File: src/design/dma_status_pkg.sv
// Package with register map, field positions, reset values and carrier types of the DMA queue and status block.
// Notes on behaviour
// Buffers exhausted mid-frame: stop, corrupt FCS, assert tx error, set W1C flag.
// Set transmit-complete flag after each sent frame; cleared by writing one.
// Late fetch, bus error or owned descriptor mid-frame sets starve flag, forces bad CRC.
// Receive pointer loads list start; low bits advance and wrap at 1024 or wrap bit.
// Reading receive pointer returns descriptor currently accessed.
// Two-word bursts; software keeps bit 2 of queue start zero.
// Transmit pointer loads list start; low bits advance and wrap at 1024 or wrap bit.
// Transmit pointer writes take effect only while transmit-active is low.
// Reading transmit pointer returns first descriptor of current or next frame.
// Receive status bits clear by writing one; writes never set bits.
// Owned receive descriptor sets no-buffer flag each failed attempt; retried per frame.
// Set frame-received flag when frames are stored; cleared by writing one.
// Receive store failure sets overflow flag and reclaims the buffer.
// Management-done interrupt bit set on PHY operation end; clears on read.
// Receive-complete interrupt bit set per stored frame; clears on read.
// Owned descriptor fetch sets per-direction interrupt bits; clear on read.
// Underrun interrupt on fetch failure, owned mid-frame, or transmit pointer write.
// Transmit-error and transmit-complete interrupt bits; clear on read.
// Receive overflow interrupt bit set with overflow status flag; clears on read.
// Bus-error interrupt bit set on any DMA error response; clears on read.
// Pause-received and pause-expired interrupt bits; clear on read.
// Shared interrupt bit positions 0-7 and 10-13 in status and enable.
// Transmit-active status bit reads high while transmitting.
// Writing one to an enable bit enables that interrupt source.
// Interrupt output high when any status bit is set and enabled.
package dma_status_pkg;
	// Word byte addresses of the registers.
	localparam logic [7:0] tx_status_off = 8'h14;
	localparam logic [7:0] rx_queue_off = 8'h18;
	localparam logic [7:0] tx_queue_off = 8'h1c;
	localparam logic [7:0] rx_status_off = 8'h20;
	localparam logic [7:0] irq_status_off = 8'h24;
	localparam logic [7:0] irq_enable_off = 8'h28;
	localparam logic [7:0] irq_mask_off = 8'h30;
	// Transmit status field positions.
	localparam int tx_owned_pos = 0;
	localparam int tx_retry_pos = 2;
	localparam int tx_active_pos = 3;
	localparam int tx_exhaust_pos = 4;
	localparam int tx_done_pos = 5;
	localparam int tx_starve_pos = 6;
	// Receive status field positions.
	localparam int rx_nobuf_pos = 0;
	localparam int rx_stored_pos = 1;
	localparam int rx_ovf_pos = 2;
	// Interrupt bit positions shared by status and enable.
	localparam int mgmt_done_pos = 0;
	localparam int rx_done_pos = 1;
	localparam int rx_owned_pos = 2;
	localparam int tx_owned_irq_pos = 3;
	localparam int tx_starve_irq_pos = 4;
	localparam int retry_limit_pos = 5;
	localparam int tx_exhaust_irq_pos = 6;
	localparam int tx_done_irq_pos = 7;
	localparam int rx_ovf_irq_pos = 10;
	localparam int bus_err_pos = 11;
	localparam int pause_rx_pos = 12;
	localparam int pause_expired_pos = 13;
	localparam logic [13:0] irq_impl_mask = 14'h3cff;
	// Queue pointer layout: word aligned, 1024 descriptors of two words.
	localparam int queue_low_bits = 13;
	localparam logic [31:0] queue_reset = 32'h0000_0000;
	localparam logic [31:0] unmapped_read = 32'h0000_0000;
	// Transmit side events from the DMA and MAC engines.
	typedef struct packed {
		logic frame_start;
		logic frame_end;
		logic buf_used;
		logic buf_wrap;
		logic owned_first;
		logic owned_mid;
		logic late_fetch;
		logic bus_err;
		logic retry_limit;
	} tx_events_t;
	// Receive side events from the DMA and MAC engines.
	typedef struct packed {
		logic buf_used;
		logic buf_wrap;
		logic owned_fetch;
		logic frame_stored;
		logic late_store;
		logic bus_err;
		logic pause_rx;
		logic pause_zero;
	} rx_events_t;
	// Transmit line controls toward the MAC.
	typedef struct packed {
		logic halt;
		logic bad_fcs;
		logic tx_err;
	} tx_ctrl_t;
endpackage

File: src/design/dma_queue_status.sv
// DMA descriptor queue pointers, transmit and receive status and interrupt status logic.
`timescale 1ns/1ps
`default_nettype none
module dma_queue_status (
	input wire logic core_clk,
	input wire logic rst,
	input wire logic [7:0] avs_address,
	input wire logic avs_read,
	input wire logic avs_write,
	input wire logic [31:0] avs_writedata,
	input wire logic [3:0] avs_byteenable,
	output logic [31:0] avs_readdata,
	output logic avs_waitrequest,
	input wire dma_status_pkg::tx_events_t tx_ev,
	input wire dma_status_pkg::rx_events_t rx_ev,
	input wire logic mgmt_done,
	input wire logic tx_start,
	output dma_status_pkg::tx_ctrl_t tx_ctrl,
	output logic tx_active,
	output logic [31:0] rx_desc_addr,
	output logic [31:0] tx_desc_addr,
	output logic irq
);
	import dma_status_pkg::*;

	logic [31:0] rx_base_r;
	logic [31:0] rx_ptr_r;
	logic [31:0] tx_base_r;
	logic [31:0] tx_ptr_r;
	logic [31:0] tx_frame_r;
	logic [6:0] tx_status_r;
	logic [2:0] rx_status_r;
	logic [13:0] irq_status_r;
	logic [13:0] irq_enable_r;
	logic tx_active_r;
	logic in_frame_r;
	logic ack_r;
	logic waitreq_r;
	logic [31:0] rdata_r;
	logic [31:0] rdata_nxt;
	logic wr_hit;
	logic rd_hit;
	logic tx_exhaust;
	logic tx_starve;
	logic rx_ovf;
	logic tx_ptr_wr;
	logic [13:0] irq_set;
	logic [31:0] wmask;

	// Every access answers one cycle after it starts. A write lands at the accept edge only, while a read
	// latches its data in the first cycle so that the data stand at the accept edge.
	assign wr_hit = avs_write && ack_r;
	assign rd_hit = avs_read && !ack_r;
	assign wmask = {{8{avs_byteenable[3]}}, {8{avs_byteenable[2]}}, {8{avs_byteenable[1]}}, {8{avs_byteenable[0]}}};

	// Event decode shared by status flags and interrupt bits.
	// An owned descriptor met while a frame is on the line means the buffers ran out mid-frame.
	assign tx_exhaust = in_frame_r && tx_ev.owned_mid;
	assign tx_starve = tx_ev.late_fetch || tx_ev.bus_err || tx_ev.owned_mid;
	assign rx_ovf = rx_ev.late_store || rx_ev.bus_err;
	assign tx_ptr_wr = wr_hit && (avs_address == tx_queue_off) && !tx_active_r;

	// Sources collected into interrupt bit positions.
	always_comb begin
		irq_set = '0;
		irq_set[mgmt_done_pos] = mgmt_done;
		irq_set[rx_done_pos] = rx_ev.frame_stored;
		irq_set[rx_owned_pos] = rx_ev.owned_fetch;
		irq_set[tx_owned_irq_pos] = tx_ev.owned_first || tx_ev.owned_mid;
		irq_set[tx_starve_irq_pos] = tx_starve || (wr_hit && avs_address == tx_queue_off);
		irq_set[retry_limit_pos] = tx_ev.retry_limit;
		irq_set[tx_exhaust_irq_pos] = tx_exhaust;
		irq_set[tx_done_irq_pos] = tx_ev.frame_end;
		irq_set[rx_ovf_irq_pos] = rx_ovf;
		irq_set[bus_err_pos] = tx_ev.bus_err || rx_ev.bus_err;
		irq_set[pause_rx_pos] = rx_ev.pause_rx;
		irq_set[pause_expired_pos] = rx_ev.pause_zero;
	end

	// Bus handshake: waitrequest high on the first cycle, low on the second.
	always_ff @(posedge core_clk) begin
		if (rst) begin
			ack_r <= 1'b0;
			waitreq_r <= 1'b1;
		end else begin
			ack_r <= (avs_read || avs_write) && !ack_r;
			waitreq_r <= !((avs_read || avs_write) && !ack_r);
		end
	end
	// Waitrequest comes from its own flop so the bus sees no combinational path through the block.
	assign avs_waitrequest = waitreq_r;

	// Read data registered at the request's first cycle so it stands at the accept edge.
	always_comb begin
		unique case (avs_address)
			tx_status_off: begin
				rdata_nxt = {25'h0, tx_status_r};
				rdata_nxt[tx_active_pos] = tx_active_r;
			end
			rx_queue_off: rdata_nxt = rx_ptr_r;
			tx_queue_off: rdata_nxt = tx_frame_r;
			rx_status_off: rdata_nxt = {29'h0, rx_status_r};
			irq_status_off: rdata_nxt = {18'h0, irq_status_r};
			irq_mask_off: rdata_nxt = {18'h0, ~irq_enable_r & irq_impl_mask};
			default: rdata_nxt = unmapped_read;
		endcase
	end
	always_ff @(posedge core_clk) begin
		if (rst) begin
			rdata_r <= '0;
		end else if (rd_hit) begin
			rdata_r <= rdata_nxt;
		end
	end
	assign avs_readdata = rdata_r;

	// Transmit activity: set by a start request, cleared when a frame's first descriptor is found owned or on a fault.
	always_ff @(posedge core_clk) begin
		if (rst) begin
			tx_active_r <= 1'b0;
			in_frame_r <= 1'b0;
		end else begin
			if (tx_start) begin
				tx_active_r <= 1'b1;
			end else if (tx_ev.owned_first || tx_ev.owned_mid || tx_starve) begin
				tx_active_r <= 1'b0;
			end
			if (tx_ev.frame_start) begin
				in_frame_r <= 1'b1;
			end else if (tx_ev.frame_end || tx_ev.owned_mid || tx_starve) begin
				in_frame_r <= 1'b0;
			end
		end
	end

	// Transmit line controls: bad FCS on exhaustion or starvation, halt on exhaustion or on starvation in a frame.
	always_ff @(posedge core_clk) begin
		if (rst) begin
			tx_ctrl <= '0;
		end else begin
			tx_ctrl.halt <= tx_exhaust || (in_frame_r && tx_starve);
			tx_ctrl.bad_fcs <= tx_exhaust || tx_starve;
			tx_ctrl.tx_err <= tx_exhaust;
		end
	end

	// Transmit status flags: hardware set wins over a write-one clear.
	always_ff @(posedge core_clk) begin
		if (rst) begin
			tx_status_r <= '0;
		end else begin
			if (wr_hit && avs_address == tx_status_off) begin
				tx_status_r <= tx_status_r & ~(avs_writedata[6:0] & wmask[6:0]);
			end
			if (tx_ev.owned_first) tx_status_r[tx_owned_pos] <= 1'b1;
			if (tx_ev.retry_limit) tx_status_r[tx_retry_pos] <= 1'b1;
			if (tx_exhaust) tx_status_r[tx_exhaust_pos] <= 1'b1;
			if (tx_ev.frame_end) tx_status_r[tx_done_pos] <= 1'b1;
			if (tx_starve) tx_status_r[tx_starve_pos] <= 1'b1;
			tx_status_r[tx_active_pos] <= 1'b0;
		end
	end
	assign tx_active = tx_active_r;

	// Receive status flags: write one clears, writes never set.
	always_ff @(posedge core_clk) begin
		if (rst) begin
			rx_status_r <= '0;
		end else begin
			if (wr_hit && avs_address == rx_status_off) begin
				rx_status_r <= rx_status_r & ~(avs_writedata[2:0] & wmask[2:0]);
			end
			if (rx_ev.owned_fetch) rx_status_r[rx_nobuf_pos] <= 1'b1;
			if (rx_ev.frame_stored) rx_status_r[rx_stored_pos] <= 1'b1;
			if (rx_ovf) rx_status_r[rx_ovf_pos] <= 1'b1;
		end
	end

	// Receive queue pointer: load, advance per buffer, wrap in the low bits.
	always_ff @(posedge core_clk) begin
		if (rst) begin
			rx_base_r <= queue_reset;
			rx_ptr_r <= queue_reset;
		end else if (wr_hit && avs_address == rx_queue_off) begin
			rx_base_r <= {avs_writedata[31:2], 2'b00};
			rx_ptr_r <= {avs_writedata[31:2], 2'b00};
		end else if (rx_ev.buf_used && !rx_ovf) begin
			if (rx_ev.buf_wrap) begin
				rx_ptr_r <= rx_base_r;
			end else begin
				rx_ptr_r[queue_low_bits-1:0] <= rx_ptr_r[queue_low_bits-1:0] + 13'h8;
			end
		end else if (rx_ovf) begin
			rx_ptr_r <= rx_ptr_r;
		end
	end

	// Transmit queue pointer: loads only while idle, tracks the frame's first descriptor.
	always_ff @(posedge core_clk) begin
		if (rst) begin
			tx_base_r <= queue_reset;
			tx_ptr_r <= queue_reset;
			tx_frame_r <= queue_reset;
		end else if (tx_ptr_wr) begin
			tx_base_r <= {avs_writedata[31:2], 2'b00};
			tx_ptr_r <= {avs_writedata[31:2], 2'b00};
			tx_frame_r <= {avs_writedata[31:2], 2'b00};
		end else begin
			if (tx_ev.buf_used) begin
				if (tx_ev.buf_wrap) begin
					tx_ptr_r <= tx_base_r;
				end else begin
					tx_ptr_r[queue_low_bits-1:0] <= tx_ptr_r[queue_low_bits-1:0] + 13'h8;
				end
			end
			if (tx_ev.frame_end) begin
				tx_frame_r <= tx_ev.buf_used ? (tx_ev.buf_wrap ? tx_base_r :
					{tx_ptr_r[31:queue_low_bits], tx_ptr_r[queue_low_bits-1:0] + 13'h8}) : tx_ptr_r;
			end
		end
	end

	// Descriptor addresses toward the DMA engine.
	always_ff @(posedge core_clk) begin
		if (rst) begin
			rx_desc_addr <= queue_reset;
			tx_desc_addr <= queue_reset;
		end else begin
			rx_desc_addr <= rx_ptr_r;
			tx_desc_addr <= tx_ptr_r;
		end
	end

	// Interrupt status: set wins over clear on read; only implemented bits exist.
	always_ff @(posedge core_clk) begin
		if (rst) begin
			irq_status_r <= '0;
		end else if (rd_hit && avs_address == irq_status_off) begin
			irq_status_r <= irq_set & irq_impl_mask;
		end else begin
			irq_status_r <= irq_status_r | (irq_set & irq_impl_mask);
		end
	end

	// Interrupt enable: write one sets an enable bit.
	always_ff @(posedge core_clk) begin
		if (rst) begin
			irq_enable_r <= '0;
		end else if (wr_hit && avs_address == irq_enable_off) begin
			irq_enable_r <= irq_enable_r | (avs_writedata[13:0] & wmask[13:0] & irq_impl_mask);
		end
	end

	// Single interrupt output.
	always_ff @(posedge core_clk) begin
		if (rst) begin
			irq <= 1'b0;
		end else begin
			irq <= |(irq_status_r & irq_enable_r);
		end
	end
endmodule // dma_queue_status
`default_nettype wire

File: config.mk
export PLATFORM = sky130hd
export DESIGN_NAME = dma_queue_status
export DESIGN_NICKNAME = d
export VERILOG_FILES = /design/src/design/dma_status_pkg.sv /design/src/design/dma_queue_status.sv
export SDC_FILE = /design/constraint.sdc
export NUM_CORES = 1
export LEC_CHECK = 0
export ABC_AREA = 1
export BUFFER_PORTS_ARGS = -buffer_cell sky130_fd_sc_hd__buf_2
export CAP_MARGIN = 5
export CORE_UTILIZATION = 57
export DETAILED_ROUTE_END_ITERATION = 12
export PLACE_DENSITY = 0.79
export SLEW_MARGIN = 15
export SYNTH_ARGS = -nofsm -noshare
export SYNTH_HDL_FRONTEND = slang
export SYNTH_SLANG_ARGS = --single-unit
File: constraint.sdc
create_clock -name core_clk -period 1.9 [get_ports core_clk]
set_input_delay 0.285 -clock core_clk [delete_from_list [all_inputs] [get_ports core_clk]]
set_output_delay 0.285 -clock core_clk [all_outputs]
set_load 0.05 [all_outputs]
==> results.md <==
- Die area: 21,300 um^2
- Syn_area_per_cell: slightly above 7 um^2
- # IOs: between 150 and 200
- Initial antenna violation count: 1
- Pint: 10.0 mW
- Root buf cell: clkbuf_16
- Worst Max-Slew Pin Slew: 0.526 ns
- Core area: 20,300 um^2
- RSZ-0062 raised after global routing: true
- Synth area leader: dfxtp_1
- CTS tree: done
- Main synth FF type: dfxtp_1
- DP Area: 13,100 um^2
- Area Growth Syn to Fin: 19.5%
- Clk_lat worst skew: between 0.5 and 0.6 ns
- Setup TNS: 0 ns
- GR Overflow Total: 0
- Worst Setup Start Kind: flop
- Sw Pwr: between 3 and 4 mW
- Worst EP required: 2.37 ns
- Top cells by area, synth: dfxtp_1, nand2_1, a21oi_1
- Switching Share: 23.7%
- Final Instance Area: 14,100 um^2
- Post-synth EDFFs: 0
- Maxcap violations: 0
- Number of global-route vias before repair: around 10k
- Hold WC Path Type: in -> reg
- Pre-CTS setup slack: about 0.034 ns
- Fin nets: 1,873
- Dpl hpwl: 22.9 mm
- Peak supply drop: 0.626 mV
- Arr. time, crit path: 2.22 ns
- Routed via count: approximately 11k
- Share of cells above drive strength 1: 18.0%
- Crit Path Max Fanout: 29
- Final count of pins violating max slew: 0
- Critical path type: reg -> reg
- Ys Warns: 0
- Starting Density: 58.3%
- Outcome: complete, no violations
- Vias per inst: 5.39
- GPL Wtd Cong: 0.982
- Routed Antenna Nets: 0
- Minimum clock period: 1.75 ns
- Worst Setup Slack, final: roughly 0.15 ns
- Worst relative slew slack: between 60% and 70%
- Synth top area share: 49.6%
- Combinational Power Share: approximately 7%
- DRC viols: 0
- DR pass1 iterations: 5
- Fmax: roughly 0.57 GHz
- Final setup fails: 0
- DRT iter0 DRCs: 1,049
- Worst-path clk slew: 0.06 ns
- # fillers: 1,733
- Total Wirelength: 33.3 mm
- DR WL/cell: 15.9 um
- Final hold violation count: 0
- Port Buf Inserts: approximately 170
- Count leader, synth: nand2_1
- Power per cell area: about 930 nW/um^2
- Number of H-tree levels: 1
- Die W: 146 um
- Worst setup EP type: flop
- Die height: between 100 and 150 um
- CTS Buffer Depth: 3
- Async SR Flop Fraction: 0%
- Post-synthesis sequential area ratio: 49.6%
- Post-Syn Nets: around 1.7k
- Leak: 6.15 nW
- Period utilisation layout: between 90 and 100%
- Clock group share of total power: 44.6%
- Clk_skew: roughly 0.014 ns
- Largest net degree at the start of global routing: 52
- Seq pwr share: 48.5%
- Row count: 52
- Post-CTS Setup Bufs: 0
- Inserted Clock Buffers: 30
- # clock sinks: 293
- #FFs+latches synth: between 200 and 300
- Global-route wire length before repair: 52.7 mm
- Gr usage total: 30.5%
- Distinct cells, synth: 39
- Synth Instances: 1,636
- Synth cell count leaders: nand2_1, dfxtp_1, nor2_1
- Post-synth design cell area: 11,800 um^2
## worst paths after layout
kind                              from  slack [ns]                           end  depth (start not counted)
max                   ack_r$_SDFF_PP0_        0.15     tx_ptr_r[17]$_SDFFE_PP0P_                          9
min                   avs_writedata[0]        0.02  irq_enable_r[0]$_SDFFE_PP0P_                          3
max reg2reg           ack_r$_SDFF_PP0_        0.15     tx_ptr_r[17]$_SDFFE_PP0P_                          9
min reg2reg  rx_ptr_r[25]$_SDFFE_PP0P_        0.44   rx_desc_addr[25]$_SDFF_PP0_                          2
## timing repair
item | CTS | global route
hold buffers | 7 | 0
gates resized for setup | 0 | 4
setup endpoints to repair | 0 | 22
hold endpoints to repair | 8 | 0
## per-layer routing
layer  GRT usage [%]  wire length, um  vias to the layer above
met1            44.2            15000                     5160
li1                -                -                     5541
met2            46.4            14300                      540
met4            8.33              665                        0
met3            5.59             3320                       60
met5               0                0                        -
## layout make-up
| cell class | instances | area [um^2] | share of cell area [%] |
|---|---|---|---|
| timing repair inverter | 1 | 7.51 | 0.0531 |
| timing repair buffer | 222 | 1370 | 9.66 |
| clock inverter | 10 | 106 | 0.752 |
| clock buffer | 44 | 885 | 6.26 |
| multi-input combinational | 1099 | 4970 | 35.2 |
| antenna | 1 | 2.50 | 0.0177 |
| sequential | 293 | 5870 | 41.5 |
| inverter | 157 | 593 | 4.19 |
| tap | 270 | 338 | 2.39 |
## worst max-delay path, cell delays in order (launching register included)
cell and delay, ns:
dfxtp_1 0.36, nand2_1 0.10, inv_1 0.20, nand3_4 0.25
inv_2 0.14, buf_12 0.20, nand2_1 0.13, nand2_1 0.08
inv_1 0.06, a21oi_1 0.13
## cell families (layout without fill, tap and decap cells)
kind of cell,count (synthesis),in the layout,synth area share (%)
AO/OA/AOI/OAI,305,305,14.5
XOR/XNOR,5,5,0.370
adder cells (fa/ha/maj),2,2,0.211
buffers and inverters,244,434,8.46
flip-flops,293,293,49.6
other,0,1,0
AND/OR/NAND/NOR,787,787,26.9
## placed cells by master (no fill, tap or decap), types with 4 or more instances in the layout
cell / instances
nor2_1: 151
xor2_1: 4
nand2_2: 14
clkbuf_16: 31
nand2_1: 516
clkbuf_8: 6
nor3_1: 8
buf_4: 41
clkinv_2: 6
dfxtp_1: 293
o21ai_1: 14
nand3_1: 74
o21ai_0: 93
nand4_1: 13
a21oi_2: 27
buf_12: 7
inv_2: 11
inv_1: 142
clkbuf_1: 7
a31oi_1: 29
o22ai_1: 9
dlygate4sd3_1: 7
a21oi_1: 119
buf_2: 165
## metrics by stage
step	hold slack [ns]	util, %	cells	power (mW)
2_1_floorplan	0.381	-	1636	7.01
3_3_place_gp	0.422	64.3	2034	7.34
3_5_place_dp	0.427	64.3	2034	7.35
4_1_cts	0.0137	69.5	2095	13.2
5_1_grt	0.0280	69.6	2097	13.5
6_report	0.0223	69.6	2097	13.1
## power groups by stage
| stage | sequential, mW | combinational, mW | clock [mW] |
|---|---|---|---|
| after global placement | 6.49 | 0.849 | 0 |
| after detailed placement | 6.49 | 0.860 | 0 |
| final | 6.36 | 0.898 | 5.86 |
| after CTS | 6.36 | 0.879 | 5.92 |
| after global routing | 6.37 | 0.968 | 6.19 |
| after floorplan | 6.58 | 0.428 | 0 |
## sequential cells by signal (all words and copies together), names as in the netlist, 6 cells and up
signal and cells:
tx_frame_r 32, tx_desc_addr 32, irq_enable_r 12, rx_desc_addr 32, rx_base_r 30, irq_status_r 12, tx_base_r 30, avs_readdata 32
tx_ptr_r 32, rx_ptr_r 32, tx_status_r 6
No activity file was read; power rests on OpenSTA's default activity.
